### src/hw/ths_params.svh
`ifndef THS_PARAMS_SVH
`define THS_PARAMS_SVH

// system clock and link rates
`define THS_CLK_HZ        20000000
`define THS_UART_BAUD     38400
`define THS_SYNC_MAX_BPS  1000000
// one uart bit, rounded down to whole cycles
`define THS_UART_BIT_CYC  (`THS_CLK_HZ / `THS_UART_BAUD)
`define THS_UART_HALF_CYC (`THS_UART_BIT_CYC / 2)
// event pulse width on the event pins
`define THS_EVT_PULSE_NS  1000
`define THS_CLK_NS        50
`define THS_EVT_PULSE_CYC ((`THS_EVT_PULSE_NS + `THS_CLK_NS - 1) / `THS_CLK_NS)
// byte sent on the uart transmit line to report a tunnel command
`define THS_EVT_CODE      8'hA5
// data path
`define THS_DATA_W        8
`define THS_FIFO_DEPTH    32

`endif

### src/hw/ths_pkg.sv
package ths_pkg;

   typedef enum logic [1:0]
   {
      THS_MODE_RF     = 2'b00,
      THS_MODE_SERIAL = 2'b01,
      THS_MODE_TUNNEL = 2'b10
   } ths_mode_t;

   typedef enum logic [1:0]
   {
      THS_RX_IDLE  = 2'b00,
      THS_RX_START = 2'b01,
      THS_RX_DATA  = 2'b10,
      THS_RX_STOP  = 2'b11
   } ths_rx_st_t;

   typedef enum logic [1:0]
   {
      THS_TX_IDLE  = 2'b00,
      THS_TX_START = 2'b01,
      THS_TX_DATA  = 2'b10,
      THS_TX_STOP  = 2'b11
   } ths_tx_st_t;

endpackage : ths_pkg

### src/hw/tag_host_serial_port.sv
// How it works
// - three modes: rf, serial, tunnel
// - rf mode: reader masters, port idle
// - serial mode: host masters, port serves
// - tunnel mode: port relays to host
// - input pin is rx or serial clock
// - data pin is tx or shared data
// - pins only pulled low, else released
// - tunnel command gives one low event pulse
// - uart 38.4 kbps, sync clock 1 Mbps
// - uart also reports event on tx
`timescale 1ns/100ps
`default_nettype none
`include "ths_params.svh"

module tag_host_serial_port
   import ths_pkg::*;
(
   input  wire logic                   clk,
   input  wire logic                   srst,
   input  wire logic [1:0]             op_mode,
   input  wire logic                   tunnel_cmd,
   input  wire logic                   sel_strap,
   input  wire logic                   rx_pin,
   input  wire logic                   data_out_low_volt_in,
   output logic                        data_out_low_volt_out,
   output logic                        data_out_low_volt_oe,
   input  wire logic                   data_out_high_volt_in,
   output logic                        data_out_high_volt_out,
   output logic                        data_out_high_volt_oe,
   output logic                        event_out_low_volt_out,
   output logic                        event_out_low_volt_oe,
   output logic                        event_out_high_volt_out,
   output logic                        event_out_high_volt_oe,
   input  wire logic                   tx_valid,
   output logic                        tx_ready,
   input  wire logic [`THS_DATA_W-1:0] tx_data,
   output logic                        rx_valid,
   output logic      [`THS_DATA_W-1:0] rx_data,
   output logic                        sync_mode
);
   localparam logic [9:0] BIT_CYC  = 10'(`THS_UART_BIT_CYC - 1);
   localparam logic [9:0] HALF_CYC = 10'(`THS_UART_HALF_CYC - 1);
   localparam logic [5:0] EVT_CYC  = 6'(`THS_EVT_PULSE_CYC);

   logic                   sel_m, sel_s;
   logic                   rx_m, rx_s, rx_d;
   logic [1:0]             dl_m, dl_s;
   logic                   dl_line;
   ths_rx_st_t             rx_st;
   ths_tx_st_t             tx_st;
   logic [9:0]             rx_cnt, tx_cnt;
   logic [2:0]             rx_bit, tx_bit;
   logic [`THS_DATA_W-1:0] rx_sh, tx_sh;
   logic [3:0]             sy_bit;
   logic                   drive;
   logic                   line_low;
   logic                   evt_pend;
   logic [5:0]             evt_cnt;
   logic                   evt_low;
   logic                   port_on;
   logic                   sck_rise, sck_fall;
   logic                   link_idle;
   logic                   f_valid, f_ready;
   logic [`THS_DATA_W-1:0] f_data;
   logic                   evt_take;

   // wired port only active in serial and tunnel modes
   assign port_on   = (op_mode == THS_MODE_SERIAL) || (op_mode == THS_MODE_TUNNEL);
   assign sck_rise  = rx_s && !rx_d;
   assign sck_fall  = !rx_s && rx_d;
   assign link_idle = (rx_st == THS_RX_IDLE) && (tx_st == THS_TX_IDLE) && (sy_bit == 4'h0);
   assign evt_take  = !sync_mode && port_on && (tx_st == THS_TX_IDLE) && evt_pend;
   assign dl_line   = &dl_s;

   ths_fifo
   #(
      .WIDTH (`THS_DATA_W),
      .DEPTH (`THS_FIFO_DEPTH)
   )
   u_fifo
   (
      .clk       (clk),
      .srst      (srst),
      .in_valid  (tx_valid),
      .in_ready  (tx_ready),
      .in_data   (tx_data),
      .out_valid (f_valid),
      .out_ready (f_ready),
      .out_data  (f_data)
   );

   // either wired variant pulls the shared line low
   always_ff @(posedge clk)
   begin
      sel_m <= sel_strap;
      sel_s <= sel_m;
      rx_m  <= rx_pin;
      rx_s  <= rx_m;
      rx_d  <= rx_s;
      dl_m  <= {data_out_low_volt_in, data_out_high_volt_in};
      dl_s  <= dl_m;
   end

   // strap taken only while the link is quiet
   always_ff @(posedge clk)
   begin
      if (srst)
      begin
         sync_mode <= 1'b0;
      end
      else if (link_idle)
      begin
         sync_mode <= sel_s;
      end
   end

   // uart receiver, mid-bit sampling of the input pin
   always_ff @(posedge clk)
   begin
      if (srst || sync_mode || !port_on)
      begin
         rx_st  <= THS_RX_IDLE;
         rx_cnt <= '0;
         rx_bit <= '0;
      end
      else
      begin
         unique case (rx_st)
            THS_RX_IDLE:
            begin
               if (!rx_s)
               begin
                  rx_st  <= THS_RX_START;
                  rx_cnt <= HALF_CYC;
               end
            end
            THS_RX_START:
            begin
               if (rx_cnt != '0)
               begin
                  rx_cnt <= rx_cnt - 1'b1;
               end
               else
               begin
                  rx_st  <= rx_s ? THS_RX_IDLE : THS_RX_DATA;
                  rx_cnt <= BIT_CYC;
                  rx_bit <= '0;
               end
            end
            THS_RX_DATA:
            begin
               if (rx_cnt != '0)
               begin
                  rx_cnt <= rx_cnt - 1'b1;
               end
               else
               begin
                  rx_cnt <= BIT_CYC;
                  rx_bit <= rx_bit + 1'b1;
                  if (rx_bit == 3'h7)
                  begin
                     rx_st <= THS_RX_STOP;
                  end
               end
            end
            THS_RX_STOP:
            begin
               if (rx_cnt != '0)
               begin
                  rx_cnt <= rx_cnt - 1'b1;
               end
               else
               begin
                  rx_st <= THS_RX_IDLE;
               end
            end
         endcase
      end
   end

   // received byte from uart or sampled data line
   always_ff @(posedge clk)
   begin
      if (srst)
      begin
         rx_sh    <= '0;
         rx_data  <= '0;
         rx_valid <= 1'b0;
      end
      else
      begin
         rx_valid <= 1'b0;
         if (!sync_mode && rx_st == THS_RX_DATA && rx_cnt == '0)
         begin
            rx_sh <= {rx_s, rx_sh[7:1]};
         end
         if (!sync_mode && rx_st == THS_RX_STOP && rx_cnt == '0 && rx_s)
         begin
            rx_data  <= rx_sh;
            rx_valid <= 1'b1;
         end
         if (sync_mode && port_on && !drive && sck_rise)
         begin
            rx_sh <= {dl_line, rx_sh[7:1]};
            if (sy_bit == 4'h7)
            begin
               rx_data  <= {dl_line, rx_sh[7:1]};
               rx_valid <= 1'b1;
            end
         end
      end
   end

   // synchronous bit count per serial clock rising edge
   always_ff @(posedge clk)
   begin
      if (srst || !sync_mode || !port_on)
      begin
         sy_bit <= '0;
      end
      else if (sck_rise)
      begin
         sy_bit <= (sy_bit == 4'h7) ? 4'h0 : sy_bit + 1'b1;
      end
   end

   assign f_ready = port_on && !evt_take && (tx_st == THS_TX_IDLE) &&
                    (!sync_mode || (sy_bit == 4'h0 && rx_s && !sck_rise));

   // transmitter, uart frame or synchronous shift out
   always_ff @(posedge clk)
   begin
      if (srst || !port_on)
      begin
         tx_st  <= THS_TX_IDLE;
         tx_cnt <= '0;
         tx_bit <= '0;
         tx_sh  <= '0;
         drive  <= 1'b0;
      end
      else
      begin
         unique case (tx_st)
            THS_TX_IDLE:
            begin
               // pending event byte goes ahead of data
               if (evt_take)
               begin
                  tx_sh  <= `THS_EVT_CODE;
                  tx_st  <= THS_TX_START;
                  tx_cnt <= BIT_CYC;
               end
               else if (f_valid && f_ready)
               begin
                  tx_sh  <= f_data;
                  tx_bit <= '0;
                  tx_cnt <= BIT_CYC;
                  // device takes the line only at a byte boundary
                  drive  <= sync_mode;
                  tx_st  <= sync_mode ? THS_TX_DATA : THS_TX_START;
               end
            end
            THS_TX_START:
            begin
               if (tx_cnt != '0)
               begin
                  tx_cnt <= tx_cnt - 1'b1;
               end
               else
               begin
                  tx_cnt <= BIT_CYC;
                  tx_bit <= '0;
                  tx_st  <= THS_TX_DATA;
               end
            end
            THS_TX_DATA:
            begin
               if (sync_mode)
               begin
                  // bit 0 stands until the second falling edge
                  if (sck_fall && sy_bit != 4'h0)
                  begin
                     tx_sh <= {1'b1, tx_sh[7:1]};
                  end
                  // line released after the eighth clock
                  if (sck_rise && sy_bit == 4'h7)
                  begin
                     drive <= 1'b0;
                     tx_st <= THS_TX_IDLE;
                  end
               end
               else if (tx_cnt != '0)
               begin
                  tx_cnt <= tx_cnt - 1'b1;
               end
               else
               begin
                  tx_cnt <= BIT_CYC;
                  tx_sh  <= {1'b1, tx_sh[7:1]};
                  tx_bit <= tx_bit + 1'b1;
                  if (tx_bit == 3'h7)
                  begin
                     tx_st <= THS_TX_STOP;
                  end
               end
            end
            THS_TX_STOP:
            begin
               if (tx_cnt != '0)
               begin
                  tx_cnt <= tx_cnt - 1'b1;
               end
               else
               begin
                  tx_st <= THS_TX_IDLE;
               end
            end
         endcase
      end
   end

   // line pulled low for start bit or a zero data bit
   always_ff @(posedge clk)
   begin
      if (srst)
      begin
         line_low <= 1'b0;
      end
      else
      begin
         line_low <= port_on && ((tx_st == THS_TX_START) ||
                                 (tx_st == THS_TX_DATA && !tx_sh[0]));
      end
   end

   // tunnel command pulse and uart event flag; set wins
   always_ff @(posedge clk)
   begin
      if (srst)
      begin
         evt_cnt  <= '0;
         evt_low  <= 1'b0;
         evt_pend <= 1'b0;
      end
      else
      begin
         if (tunnel_cmd && op_mode == THS_MODE_TUNNEL)
         begin
            evt_cnt <= EVT_CYC;
            evt_low <= 1'b1;
         end
         else if (evt_cnt > 6'h1)
         begin
            evt_cnt <= evt_cnt - 1'b1;
         end
         else
         begin
            evt_cnt <= '0;
            evt_low <= 1'b0;
         end
         evt_pend <= (evt_pend && !evt_take) ||
                     (tunnel_cmd && op_mode == THS_MODE_TUNNEL && !sync_mode);
      end
   end

   // open-drain, one flop per pin class feeds both variants
   always_ff @(posedge clk)
   begin
      if (srst)
      begin
         data_out_low_volt_out   <= 1'b0;
         data_out_high_volt_out  <= 1'b0;
         event_out_low_volt_out  <= 1'b0;
         event_out_high_volt_out <= 1'b0;
      end
      else
      begin
         data_out_low_volt_out   <= 1'b0;
         data_out_high_volt_out  <= 1'b0;
         event_out_low_volt_out  <= 1'b0;
         event_out_high_volt_out <= 1'b0;
      end
   end

   assign data_out_low_volt_oe   = line_low;
   assign data_out_high_volt_oe  = line_low;
   assign event_out_low_volt_oe  = evt_low;
   assign event_out_high_volt_oe = evt_low;

endmodule : tag_host_serial_port

`default_nettype wire

### src/hw/ths_fifo.sv
`timescale 1ns/100ps
`default_nettype none

module ths_fifo
#(
   parameter int WIDTH = 8,
   parameter int DEPTH = 32
)
(
   input  wire logic             clk,
   input  wire logic             srst,
   input  wire logic             in_valid,
   output logic                  in_ready,
   input  wire logic [WIDTH-1:0] in_data,
   output logic                  out_valid,
   input  wire logic             out_ready,
   output logic      [WIDTH-1:0] out_data
);
   localparam int AW = $clog2(DEPTH);

   logic [WIDTH-1:0] mem [DEPTH];
   logic [AW-1:0]    wr_ptr;
   logic [AW-1:0]    rd_ptr;
   logic [AW:0]      count;
   logic [AW:0]      fill;
   logic [AW:0]      next_fill;
   logic             take;
   logic             push;
   logic             pop;

   // mem feeds a registered output word
   assign push     = in_valid && in_ready;
   assign pop      = (count != '0) && (!out_valid || out_ready);
   assign take      = out_valid && out_ready;
   assign next_fill = fill + (AW+1)'(push) - (AW+1)'(take);

   // words held, output register included; ready comes from a flop
   always_ff @(posedge clk)
   begin
      if (srst)
      begin
         fill     <= '0;
         in_ready <= 1'b1;
      end
      else
      begin
         fill     <= next_fill;
         in_ready <= (next_fill != (AW+1)'(DEPTH));
      end
   end

   always_ff @(posedge clk)
   begin
      if (push)
      begin
         mem[wr_ptr] <= in_data;
      end
   end

   always_ff @(posedge clk)
   begin
      if (srst)
      begin
         wr_ptr <= '0;
         rd_ptr <= '0;
         count  <= '0;
      end
      else
      begin
         if (push)
         begin
            wr_ptr <= wr_ptr + 1'b1;
         end
         if (pop)
         begin
            rd_ptr <= rd_ptr + 1'b1;
         end
         count <= count + (AW+1)'(push) - (AW+1)'(pop);
      end
   end

   always_ff @(posedge clk)
   begin
      if (srst)
      begin
         out_valid <= 1'b0;
         out_data  <= '0;
      end
      else if (pop)
      begin
         out_valid <= 1'b1;
         out_data  <= mem[rd_ptr];
      end
      else if (out_ready)
      begin
         out_valid <= 1'b0;
      end
   end

endmodule : ths_fifo

`default_nettype wire

### config.mk
export PLATFORM = sky130hd
export DESIGN_NAME = tag_host_serial_port
export DESIGN_NICKNAME = d
export VERILOG_FILES = /design/src/hw/ths_pkg.sv /design/src/hw/tag_host_serial_port.sv /design/src/hw/ths_fifo.sv
export VERILOG_INCLUDE_DIRS = /design/src /design/src/hw
export SDC_FILE = /design/constraint.sdc
export NUM_CORES = 1
export LEC_CHECK = 0
export ABC_CLOCK_PERIOD_IN_PS = 8720
export BUFFER_PORTS_ARGS = -buffer_cell sky130_fd_sc_hd__buf_2
export CAP_MARGIN = 20
export CORE_ASPECT_RATIO = 1.75
export CORE_MARGIN = 4
export CORE_UTILIZATION = 53
export DETAILED_ROUTE_END_ITERATION = 12
export PLACE_DENSITY_LB_ADDON = 0.2
export SETUP_SLACK_MARGIN = 0.2
export SLEW_MARGIN = 20
export SYNTH_ARGS = -nofsm -noshare
export SYNTH_HDL_FRONTEND = slang
export SYNTH_SLANG_ARGS = --single-unit
### constraint.sdc
create_clock -name clk -period 8.72 [get_ports clk]
set_input_delay 1.744 -clock clk [delete_from_list [all_inputs] [get_ports clk]]
set_output_delay 1.744 -clock clk [all_outputs]
set_load 0.02 [all_outputs]
# Yosys cells after proc, flatten, opt, wreduce, memory -nomap -nowiden
# Memories as Yosys holds them, arrays and structs flattened. A register that Yosys moved wholly into a read port is not among the register bits.
# Index checks and enable logic that the tools add are counted.
# totals
ff_bits	103
ram_bits	256
input_bits	18
output_inout_bits	19
elab_cells	216
mem_count	1
# op_classes
add_sub_neg	12
magnitude_cmp	1
n_eq_ne	33
mux	64
bitwise	1
reduce_logical	73
# memory_table
memory	words	width	rd	rd_ports_with_merged_regs	write_ports	line	rtl
u_fifo.mem	32	8	1	1	1	ths_fifo.sv:21	logic [WIDTH-1:0] mem [DEPTH];
# ops
op	count
$mux 10	8
$mux 8	10
$pmux 10 s4	1
$logic_and 1x1->1	30
$mux 2	15
$ne 2x2->1 const B	15
$pmux 10 s3	1
$mux 3	7
$reduce_bool 10->1	2
$sub 10x1->10 const B	2
$pmux 2 s4	2
$pmux 8 s2	1
$mux 1	13
$add 6x1->6	2
$ne 3x3->1 const B	4
$reduce_and 6->1	2
$sub 6x1->6	2
$add 5x1->5 const B	2
$eq 2x2->1 const B	5
$logic_not 10->1	1
$logic_or 1x1->1	10
$mux 5	2
$reduce_and 5->1	2
$logic_not 1->1	9
other kinds (26)	36

# Logic depth before layout (Yosys ltp)
# Gate-level depths: netlist (run 1).
# logic_depth
depth_word	13
mapped_depth	17
mapped_depth_nobuf	15

# By module
# From an unflattened synthesis (run 1), not the netlist that was laid out.
# hier_totals
hier_cells	1140
hier_area_um2	15627.5
# modules_own_cells
mod	n_inst	cells_each	area_per_inst_um2
ths_fifo	1	665	11501.0
tag_host_serial_port	1	475	4126.5

# Worst setup path after synthesis (run 1)
# Ideal clock, no wire load.
# synth_timing
path_kind	input -> register
from	in op_mode[0]
to	reg u_fifo.count[5]
setup_time_ns	0.121
arrival_ns	4.585
setup_slack_ns	4.014
stages	14
cell_sequence	inv_1 -> ha_1 -> nor4b_1 -> a21oi_1 -> a21oi_1 -> clkbuf_1 -> ha_1 -> inv_1 -> ha_1 -> a21o_1 -> a21oi_1 -> o21bai_1 -> a21oi_1 -> mux2_2
# synth_via
elab_chain_len	12
elab_cells_between_ends	13
# synth_lines
element	line	rtl
from (decl)	tag_host_serial_port.sv:21	input wire logic [1:0] op_mode,
$eq 2x1->1 / $eq 2x2->1 (equally long branches)	tag_host_serial_port.sv:69	assign port_on = (op_mode == THS_MODE_SERIAL) || (op_mode == THS_MODE_TUNNEL);
$logic_or 1x1->1 *	tag_host_serial_port.sv:69	
$logic_and 1x1->1 (3 in a row)	tag_host_serial_port.sv:73	assign evt_take = !sync_mode && port_on && (tx_st == THS_TX_IDLE) && evt_pend;
$logic_not 1->1	tag_host_serial_port.sv:228	assign f_ready = port_on && !evt_take && (tx_st == THS_TX_IDLE) &&
$logic_and 1x1->1 * (3 in a row)	tag_host_serial_port.sv:228	
$logic_or 1x1->1 *	ths_fifo.sv:33	assign pop = (count != '0) && (!out_valid || out_ready);
$logic_and 1x1->1 *	ths_fifo.sv:33	
net u_fifo.pop	ths_fifo.sv:29	logic pop;
$sub 6x1->6 *	ths_fifo.sv:78	count <= count + (AW+1)'(push) - (AW+1)'(pop);
to (signal assigned)	ths_fifo.sv:78	
to (decl)	ths_fifo.sv:24	logic [AW:0] count;
# Mark *: on every way through the listed nets, which the timed path passes. The rest lies on a longest branch.
# A chain may end at the register's enable or synchronous reset.

# Final worst setup path (run 1)
# layout_timing
from	in op_mode[0]
to	reg u_fifo.count[5]
# layout_via
elab_chain_len	12
elab_cells_between_ends	13
# layout_lines
element	line
$eq 2x1->1 / $eq 2x2->1 (equally long branches)	tag_host_serial_port.sv:69
$logic_or 1x1->1 *	tag_host_serial_port.sv:69
$logic_and 1x1->1 (3 in a row)	tag_host_serial_port.sv:73
$logic_not 1->1	tag_host_serial_port.sv:228
$logic_and 1x1->1 * (3 in a row)	tag_host_serial_port.sv:228
$logic_or 1x1->1 *	ths_fifo.sv:33
$logic_and 1x1->1 *	ths_fifo.sv:33
$sub 6x1->6 *	ths_fifo.sv:78
# Mark *: on every way between the ends. The rest lies on a longest branch, timed or not.

==> impl_metrics.env, run 1 <==
export IMPL_grt_usage_pct=20.5
export IMPL_worstSetupStartpointType="primary input"
export IMPL_fmax_mhz=234
export IMPL_clkTransAtPathRegs_ns=0.06
export IMPL_grt_overflow=0
export IMPL_synth_top_area_cell="edfxtp_1"
export IMPL_fin_util_pct=59.8
export IMPL_fp_dieW_um=138
export IMPL_clockBufferDepth=3
export IMPL_io_pins=37
export IMPL_synth_seq_area_share_pct=63.5
export IMPL_critPathMostFrequentCell="a21oi_1"
export IMPL_antenna_cells=0
export IMPL_start_util_pct=54.1
export IMPL_outcome="completed"
export IMPL_path_buf_inv=4
export IMPL_cap_violations=0
export IMPL_hold_viol_final=0
export IMPL_hpwl_um=22000
export IMPL_clock_skew_final_ns=0.0202
export IMPL_synthFlopType="edfxtp_1"
export IMPL_drive_gt1_share_pct=16.2
export IMPL_placed_cell_area_um2=16000
export IMPL_gp_congestion=0.854
export IMPL_grt_pass1_wl_um=51400
export IMPL_grt_pass1_vias=9463
export IMPL_cts_resized=0
export IMPL_cpLargestDelayFamily="compound AO/OA/AOI/OAI gates"
export IMPL_timing_hold_ws_ns=0.332
export IMPL_hold_start="dl_m[1]"
export IMPL_antenna_found_initial=0
export IMPL_holdPathEnd="dl_s[1]"
export IMPL_clock_root_buffer="clkbuf_16"
export IMPL_finalSetupViolations=0
export IMPL_path_class="in -> reg"
export IMPL_synth_area_leaders="edfxtp_1, dfxtp_1, mux4_2"
export IMPL_numCtsBuffers=35
export IMPL_met1Wirelength_um=11900
export IMPL_yosys_area_top_type_share_pct=49.3
export IMPL_cts_htree_levels=2
export IMPL_rsz0062_at_grt="false"
export IMPL_critPathCaptureType="flip-flop"
export IMPL_fin_cells=1548
export IMPL_fin_tns_setup_ns=0
export IMPL_dieHeight_um=235
export IMPL_clk_latency_ns=0.53
export IMPL_p_leak_uw=0.00583
export IMPL_holdPathStages=0
export IMPL_slew_viol_final=0
export IMPL_slowest_delay_ns=0.39
export IMPL_num_nets_final=1201
export IMPL_p_per_area_nw_per_um2=272
export IMPL_synth_edff_count=256
export IMPL_r2r_slack_ns=5.16
export IMPL_crit_chain="buf_2 -> inv_1 -> ha_1 -> nor4b_1 -> a21oi_1 -> a21oi_1 -> buf_4 -> ha_1 -> inv_1 -> ha_1 -> a21o_1 -> a21oi_1 -> o21bai_1 -> a21oi_1 -> mux2_2"
export IMPL_rows=82
export IMPL_avgRoutedWirePerCell_um=21.0
export IMPL_slew_headroom_pct=34.0
export IMPL_drtPass1Iterations=5
export IMPL_die_area_um2=32300
export IMPL_first_iter_violations=431
export IMPL_wirelength_um=32500
export IMPL_cp_arrival_ns=4.68
export IMPL_r2r_start="tx_st[0]"
export IMPL_vias=9134
export IMPL_dp_cells=1484
export IMPL_ys_ff_latch=367
export IMPL_syn_inst=1125
export IMPL_synthesis_area_um2=15600
export IMPL_async_flop_share_pct=0
export IMPL_routed_via_density=5.90
export IMPL_highest_layer="met4"
export IMPL_area_growth_pct=10.5
export IMPL_period_minus_slack_ns=4.28
export IMPL_postSynthAreaPerCell_um2=13.9
export IMPL_drc=0
export IMPL_cts_hold_buf=0
export IMPL_reg2reg_depth=14
export IMPL_hold_class="reg -> reg"
export IMPL_slowest_stage="nor4b_1"
export IMPL_ys_warn_count=0
export IMPL_wl_met2_um=18800
export IMPL_portBuffers=32
export IMPL_worstPathRequired_ns=9.13
export IMPL_fin_crit_sh_pct=49.0
export IMPL_peakVddDrop_mv=0.201
export IMPL_reg2reg_to="u_fifo.count[5]"
export IMPL_ys_types=71
export IMPL_wl_met3_um=1000
export IMPL_crit_fanout=12
export IMPL_fin_area_um2=17200
export IMPL_drtAntennaViolNets=0
export IMPL_grt_max_degree=55
export IMPL_tightest_slew_ns=0.987
export IMPL_cts_tree="yes"
export IMPL_cts_setup_buffers=0
export IMPL_clkSinkCount=367
export IMPL_core_area_um2=28800
==> metal layers <==
| metal | track usage (%) | vias up |
|---|---|---|
| li1 | - | 4320 |
| met2 | 39.6 | 171 |
| met3 | 2.83 | 49 |
| met1 | 22.5 | 4594 |
| met4 | 6.11 | 0 |
| met5 | 0 | - |
==> metrics by stage <==
| step | setup slack (ns) | power, uW |
|---|---|---|
| finish | 4.44 | 4700 |
| floorplan | 4.01 | 2910 |
| global route | 4.16 | 4910 |
| global placement | 3.97 | 3170 |
| detailed placement | 3.92 | 3190 |
| CTS | 4.45 | 4740 |
==> logic make-up after synthesis <==
group | synth area share (%)
flip-flops | 63.5
AO/OA/AOI/OAI | 7.85
AND/OR/NAND/NOR | 9.57
buffers and inverters | 2.71
adder cells (fa/ha/maj) | 3.31
other | 0.0240
multiplexers | 11.6
XOR/XNOR | 1.40
==> power by group <==
group          internal [uW]  switching (uW)
Sequential              1960            98.8
Clock                    919             638
Combinational            495             586
==> cells in the final DEF (no fill, tap or decap), types with 6 or more instances in the layout <==
master | netlist | routed
a22oi_1 | 15 | 15
clkbuf_16 | 0 | 37
dfxtp_1 | 111 | 108
nand2b_1 | 10 | 10
o21ai_0 | 19 | 19
clkinv_2 | 0 | 7
mux2i_1 | 50 | 50
a21oi_1 | 37 | 37
nor3b_1 | 11 | 11
clkinv_1 | 1 | 9
o2111ai_1 | 9 | 9
xnor2_1 | 11 | 11
a31o_2 | 6 | 6
nor2b_1 | 10 | 10
buf_4 | 6 | 10
a31oi_1 | 10 | 10
edfxtp_1 | 256 | 256
ha_1 | 38 | 38
or3_1 | 11 | 11
nor3_1 | 17 | 17
nand4_1 | 10 | 10
inv_1 | 36 | 36
mux2_2 | 18 | 18
nand2_1 | 52 | 52
a21o_1 | 6 | 6
nand3_1 | 16 | 16
buf_2 | 17 | 32
a211oi_1 | 16 | 15
xor2_1 | 14 | 14
nor2_1 | 117 | 117
mux4_2 | 49 | 49
nor4_1 | 9 | 9
==> synth_stat cells (all sizes together) (6+ instances only) <==
cell type and instances:
a211oi 16, a31oi 10, nor4 9, edfxtp 256
xor2 14, nor2 117, ha 38, nor2b 10
mux2i 50, a21oi 37, or2 6, clkbuf 34
a21o 6, buf 30, mux2 18, o21ai 19
inv 36, or3 11, nor3b 11, nand3 16
nand2 52, xnor2 11, nand4 10, nand2b 10
a22oi 15, nor3 18, o2111ai 9, dfxtp 111
a31o 6, mux4 49
==> how the worst max path moves through the flow <==
| stage | startpoint | end | cells past startpoint |
|---|---|---|---|
| 4_1_cts | op_mode[0] | u_fifo.count[5] | 15 |
| 3_5_place_dp | op_mode[0] | u_fifo.count[5] | 15 |
| 3_3_place_gp | op_mode[0] | u_fifo.count[5] | 15 |
| 6_report | op_mode[0] | u_fifo.count[5] | 15 |
| 2_1_floorplan | op_mode[0] | u_fifo.count[5] | 14 |
| 5_1_grt | op_mode[0] | u_fifo.count[5] | 15 |
==> area by class of cell <==
type / count / area [um2]
Timing Repair Buffer: 42 / 235
Fill cell: 2254 / 11600
Clock buffer: 41 / 971
Clock inverter: 23 / 223
Tap cell: 378 / 473
Multi-Input combinational cell: 660 / 5280
Inverter: 37 / 139
Sequential cell: 367 / 9920
==> flip-flops by register name, indices dropped and copies added, names as in the netlist, 2 cells and up, named ones only <==
register and flops:
u_fifo.mem 256, u_fifo.fill 6, evt_cnt 6, u_fifo.count 6, sy_bit 4, rx_data 8, tx_bit 3, dl_s 2
u_fifo.rd_ptr 5, rx_cnt 10, rx_bit 3, tx_st 2, rx_sh 8, dl_m 2, tx_sh 8, u_fifo.wr_ptr 5
tx_cnt 10, u_fifo.out_data 8
Power figures use the tool's default switching activity.
==> run 2, diff against run 1 <==
--- a/config.mk
+++ b/config.mk
@@ -6,7 +6,7 @@
 export SDC_FILE = /design/constraint.sdc
 export NUM_CORES = 1
 export LEC_CHECK = 0
-export ABC_CLOCK_PERIOD_IN_PS = 8720
+export ABC_CLOCK_PERIOD_IN_PS = 4430
 export BUFFER_PORTS_ARGS = -buffer_cell sky130_fd_sc_hd__buf_2
 export CAP_MARGIN = 20
 export CORE_ASPECT_RATIO = 1.75
==> constraint.sdc (replaced) <==
create_clock -name clk -period 4.43 [get_ports clk]
set_input_delay 0.886 -clock clk [delete_from_list [all_inputs] [get_ports clk]]
set_output_delay 0.886 -clock clk [all_outputs]
set_load 0.02 [all_outputs]
==> run 2 against run 1 <==
Highest routed layer unchanged. Largest power group unchanged. Via count up 0.22%. Total power up 95%. Combinational power up 98%. Clock skew up 0.0023 ns. Worst setup slack worse by 3.3 ns.
==> impl_metrics.env, run 2 (synthesis results as in run 1) <==
export IMPL_outcome="completed"
export IMPL_holdPathStages=0
export IMPL_clkSinkCount=367
export IMPL_highest_layer="met4"
export IMPL_hpwl_um=22400
export IMPL_dieHeight_um=235
export IMPL_antenna_found_initial=0
export IMPL_start_util_pct=54.1
export IMPL_gp_congestion=0.861
export IMPL_avgRoutedWirePerCell_um=21.3
export IMPL_worstSetupStartpointType="primary input"
export IMPL_clock_root_buffer="clkbuf_16"
export IMPL_cts_resized=0
export IMPL_p_leak_uw=0.00580
export IMPL_max_flop_register="u_fifo.mem"
export IMPL_drtPass1Iterations=5
export IMPL_peakVddDrop_mv=0.405
export IMPL_routed_via_density=5.91
export IMPL_r2r_start="tx_st[0]"
export IMPL_cts_tree="yes"
export IMPL_grt_usage_pct=20.8
export IMPL_drive_gt1_share_pct=16.1
export IMPL_drtAntennaViolNets=0
export IMPL_cts_setup_buffers=0
export IMPL_layout_common_cells="edfxtp_1, nor2_1, dfxtp_1"
export IMPL_cts_hold_buf=0
export IMPL_numCtsBuffers=34
export IMPL_critPathCaptureType="flip-flop"
export IMPL_met1Wirelength_um=12100
export IMPL_clk_latency_ns=0.53
export IMPL_crit_fanout=7
export IMPL_fp_dieW_um=138
export IMPL_largestRegisters="u_fifo.mem (256), rx_cnt (10), tx_cnt (10)"
export IMPL_period_minus_slack_ns=3.25
export IMPL_worstPathRequired_ns=4.84
export IMPL_finalSetupViolations=0
export IMPL_mostFrequentLayoutCell="edfxtp_1"
export IMPL_slew_headroom_pct=31.9
export IMPL_vias=9154
export IMPL_area_growth_pct=10.2
export IMPL_clkTransAtPathRegs_ns=0.06
export IMPL_grt_pass1_vias=9435
export IMPL_clockBufferDepth=3
export IMPL_rows=82
export IMPL_fin_tns_setup_ns=0
export IMPL_cap_violations=0
export IMPL_die_area_um2=32300
export IMPL_wirelength_um=32900
export IMPL_wl_met3_um=1100
export IMPL_wl_met2_um=18400
export IMPL_core_area_um2=28800
export IMPL_first_iter_violations=518
export IMPL_rsz0062_at_grt="false"
export IMPL_reg2reg_depth=13
export IMPL_crit_path_start="op_mode[0]"
export IMPL_timing_hold_ws_ns=0.337
export IMPL_fin_crit_sh_pct=73.3
export IMPL_cts_htree_levels=2
export IMPL_hold_start="sel_m"
export IMPL_fmax_mhz=308
export IMPL_total_power_uw=9130
export IMPL_cp_arrival_ns=3.66
export IMPL_hold_viol_final=0
export IMPL_drc=0
export IMPL_portBuffers=32
export IMPL_grt_max_degree=52
export IMPL_hold_class="reg -> reg"
export IMPL_num_nets_final=1204
export IMPL_path_class="in -> reg"
export IMPL_io_pins=37
export IMPL_tightest_slew_ns=1.01
export IMPL_fill_cells=2253
export IMPL_clock_skew_final_ns=0.0225
export IMPL_p_per_area_nw_per_um2=531
export IMPL_antenna_cells=0
export IMPL_grt_overflow=0
export IMPL_slew_viol_final=0
export IMPL_largest_register_ffs=256
export IMPL_grt_pass1_wl_um=52000
[run 2: cell types whose count changed in the layout (fill, tap and decap cells not counted), sizes merged]
cell      previous run  this run
bufinv               4         2
buf                 42        46
clkinvlp             2         3
clkbuf              41        45
clkinv              17        11
[run 2: metrics by stage]
| step | area (um2) | utilization (%) | cells | setup WS, ns |
|---|---|---|---|---|
| global route | 17200 | 59.6 | 1549 | 0.938 |
| global placement | 16100 | 55.7 | 1488 | 0.708 |
| floorplan | 15600 | - | 1128 | 0.582 |
| detailed placement | 16100 | 55.7 | 1488 | 0.639 |
| CTS | 17200 | 59.6 | 1549 | 1.19 |
| finish | 17200 | 59.6 | 1549 | 1.18 |
[run 2: area by class of cell]
class / count / area [um2] / share of cell area [%]
flip-flops and latches: 367 / 9920 / 57.7
multi-input cells: 660 / 5270 / 30.7
clock buffers: 45 / 965 / 5.61
well taps: 378 / 473 / 2.75
repair buffers: 46 / 265 / 1.54
clock inverters: 16 / 159 / 0.924
inverters: 37 / 139 / 0.808
[run 2: critical path, stage by stage]
cell and delay [ns]:
buf_2 0.08, inv_1 0.03, ha_1 0.36, nor4b_1 0.39, a21oi_1 0.12, a21oi_1 0.21, ha_1 0.24, inv_1 0.06
ha_1 0.28, a21o_1 0.17, a21oi_1 0.24, o21bai_1 0.09, a21oi_1 0.15, mux2_2 0.34
[run 2: power by group]
group / total (uW) / switching [uW] / leakage, uW / internal [uW]
clock: 2920 / 1250 / 0.000541 / 1670
sequential: 4080 / 222 / 0.00321 / 3860
combinational: 2140 / 1150 / 0.00204 / 990
[run 2: path summary, 6_finish.rpt]
check	to	slack [ns]
max	u_fifo.count[5]	1.18
min	sel_s	0.34
max reg2reg	u_fifo.count[5]	1.35
min reg2reg	sel_s	0.34
[run 2: layer usage]
layer | global-route usage, % | vias up
li1 | - | 4317
met1 | 23.2 | 4579
met2 | 38.7 | 188
met3 | 2.95 | 70
met4 | 8.81 | 0
met5 | 0 | -
==> run 3, diff against run 2 <==
--- a/config.mk
+++ b/config.mk
@@ -6,7 +6,8 @@
 export SDC_FILE = /design/constraint.sdc
 export NUM_CORES = 1
 export LEC_CHECK = 0
-export ABC_CLOCK_PERIOD_IN_PS = 4430
+export ABC_AREA = 1
+export ABC_CLOCK_PERIOD_IN_PS = 3380
 export BUFFER_PORTS_ARGS = -buffer_cell sky130_fd_sc_hd__buf_2
 export CAP_MARGIN = 20
 export CORE_ASPECT_RATIO = 1.75
==> constraint.sdc (replaced) <==
create_clock -name clk -period 3.38 [get_ports clk]
set_input_delay 0.676 -clock clk [delete_from_list [all_inputs] [get_ports clk]]
set_output_delay 0.676 -clock clk [all_outputs]
set_load 0.02 [all_outputs]
==> run 3 against run 2 <==
Clock skew decreased by 0.013 ns. Cell count increased by 44%. Final area increased by 4.5%. Highest routed layer unchanged. Critical path type unchanged. Clock power increased by 24%.
==> impl_metrics.env, run 3 <==
export IMPL_outcome="completed"
export IMPL_drc=0
export IMPL_p_leak_uw=0.00759
export IMPL_r2r_start="tx_st[1]"
export IMPL_clk_latency_ns=0.52
export IMPL_synth_area_leaders="edfxtp_1, dfxtp_1, nand2_1"
export IMPL_synthAdderAreaFrac_pct=3.12
export IMPL_grt_pass1_wl_um=59100
export IMPL_crit_path_start="op_mode[0]"
export IMPL_worstSetupStartpointType="primary input"
export IMPL_synthesis_area_um2=16500
export IMPL_grt_overflow=0
export IMPL_clkTransAtPathRegs_ns=0.06
export IMPL_first_iter_violations=697
export IMPL_drive_gt1_share_pct=7.08
export IMPL_clkSinkCount=367
export IMPL_cts_htree_levels=2
export IMPL_ys_warn_count=0
export IMPL_synth_mux_area_fraction_pct=0
export IMPL_vias=11800
export IMPL_cp_arrival_ns=3.14
export IMPL_drtAntennaViolNets=0
export IMPL_tightest_slew_ns=0.818
export IMPL_synth_xor_area_share_pct=0.956
export IMPL_timing_hold_ws_ns=0.256
export IMPL_antenna_found_initial=0
export IMPL_synth_edff_count=256
export IMPL_synthFlopType="edfxtp_1"
export IMPL_hold_viol_final=0
export IMPL_reg2reg_depth=15
export IMPL_yosys_top_cells_count="nand2_1, edfxtp_1, inv_1"
export IMPL_finalSetupViolations=0
export IMPL_antenna_cells=0
export IMPL_syn_inst=1794
export IMPL_postSynthAreaPerCell_um2=9.20
export IMPL_cts_hold_buf=0
export IMPL_critPathCaptureType="flip-flop"
export IMPL_worstPathRequired_ns=3.78
export IMPL_period_minus_slack_ns=2.74
export IMPL_slew_viol_final=0
export IMPL_crit_chain="buf_2 -> inv_1 -> ha_1 -> nor2_2 -> a21oi_4 -> nand3_1 -> a21boi_2 -> ha_1 -> inv_1 -> ha_1 -> inv_1 -> fa_1 -> nor3_1 -> a211oi_1 -> o21ai_0 -> a21oi_1"
export IMPL_slowest_stage="fa_1"
export IMPL_dieHeight_um=241
export IMPL_fmax_mhz=365
export IMPL_hold_class="in -> reg"
export IMPL_rsz0062_at_grt="false"
export IMPL_fin_tns_setup_ns=0
export IMPL_cts_setup_buffers=0
export IMPL_grt_pass1_vias=11700
export IMPL_total_power_uw=12900
export IMPL_grt_max_degree=123
export IMPL_yosys_area_top_type_share_pct=46.6
export IMPL_synthSimpleGateAreaFrac_pct=23.9
export IMPL_routed_via_density=5.30
export IMPL_max_flop_register="u_fifo.mem"
export IMPL_avgRoutedWirePerCell_um=16.7
export IMPL_portBuffers=32
export IMPL_synth_seq_area_share_pct=60.1
export IMPL_synth_compound_area_share_pct=4.73
export IMPL_area_growth_pct=8.90
export IMPL_grt_usage_pct=21.9
export IMPL_fin_ws_ns=0.637
export IMPL_fin_crit_sh_pct=81.2
export IMPL_numCtsBuffers=35
export IMPL_rows=85
export IMPL_gp_congestion=0.839
export IMPL_clock_root_buffer="clkbuf_16"
export IMPL_drtPass1Iterations=5
export IMPL_clock_skew_final_ns=0.00931
export IMPL_hpwl_um=24300
export IMPL_synth_most_common_cell="nand2_1"
export IMPL_die_area_um2=34100
export IMPL_fp_dieW_um=141
export IMPL_p_per_area_nw_per_um2=718
export IMPL_wirelength_um=37200
export IMPL_cap_violations=0
export IMPL_crit_fanout=5
export IMPL_ys_ff_latch=367
export IMPL_reg2reg_to="u_fifo.count[4]"
export IMPL_clockBufferDepth=3
export IMPL_slew_headroom_pct=45.4
export IMPL_num_nets_final=1871
export IMPL_largestRegisters="u_fifo.mem (256), rx_cnt (10), tx_cnt (10)"
export IMPL_slowest_delay_ns=0.43
export IMPL_cts_resized=0
export IMPL_start_util_pct=53.7
export IMPL_pre_cts_slack_ns=0.107
export IMPL_synth_top_area_cell="edfxtp_1"
export IMPL_mostFrequentLayoutCell="nand2_1"
export IMPL_layout_common_cells="nand2_1, edfxtp_1, inv_1"
export IMPL_largest_register_ffs=256
export IMPL_r2r_slack_ns=0.65
export IMPL_core_area_um2=30700
export IMPL_async_flop_share_pct=0
export IMPL_ys_types=45
export IMPL_peakVddDrop_mv=0.538
export IMPL_endpoint="u_fifo.count[4]"
export IMPL_cts_tree="yes"
export IMPL_path_class="in -> reg"
export IMPL_synth_top_family_by_area="simple AND/OR/NAND/NOR gates"
export IMPL_io_pins=37
-- run 3: through the flow --
step,std cells,utilization (%),instance area [um2]
2_1_floorplan,1797,-,16500
6_report,2227,58.5,18000
3_5_place_dp,2167,55.2,17000
5_1_grt,2227,58.5,18000
4_1_cts,2227,58.5,18000
3_3_place_gp,2167,55.2,17000
-- run 3: cells by family (layout without fill, tap and decap cells) --
group / Yosys count / after routing
AOI/OAI and AO/OA: 143 / 143
buffers and inverters: 291 / 330
other: 1 / 4
and+or+nand+nor: 934 / 934
adders and majority gates: 40 / 40
xor gates and xnor gates: 18 / 18
DFF: 367 / 367
-- run 3: layout make-up --
type,count,area [um2]
repair buffers,48,305
clock buffers,44,910
inverters,222,835
fillers,2669,12800
multi-input cells,1139,5410
well taps,391,489
flip-flops and latches,367,9910
clock inverters,16,104
-- run 3: worst min-delay path by stage --
stage / start / end / slack, ns / depth (start not counted)
floorplan: dl_m[0] / dl_s[0] / 0.31 / 0
global route: data_out_high_volt_in / dl_m[0] / 0.24 / 1
finish: data_out_high_volt_in / dl_m[0] / 0.26 / 1
detailed placement: dl_m[1] / dl_s[1] / 0.31 / 0
global placement: dl_m[1] / dl_s[1] / 0.31 / 0
CTS: data_out_high_volt_in / dl_m[0] / 0.24 / 1
-- run 3: routing by layer --
metal | vias up | track usage [%] | share of wire (%)
met5 | - | 0 | 0
met4 | 0 | 11.1 | 4.8
met3 | 107 | 2.98 | 3.7
met2 | 277 | 42.3 | 55
met1 | 5547 | 22.9 | 37
li1 | 5870 | - | -
-- run 3: worst max-delay path: cells and delay by family --
family	cells	cell delay, ns
AND/OR/NAND/NOR	3	0.40
buffers and inverters	4	0.22
adder cells (fa/ha/maj)	4	1.20
AO/OA/AOI/OAI	5	0.65
-- run 3: report_power, final --
part	switching, uW	total (uW)	internal, uW	leakage [uW]
sequential	233	5340	5100	0.00322
combinational	2680	3960	1270	0.00388
clock	1620	3610	1980	0.000493
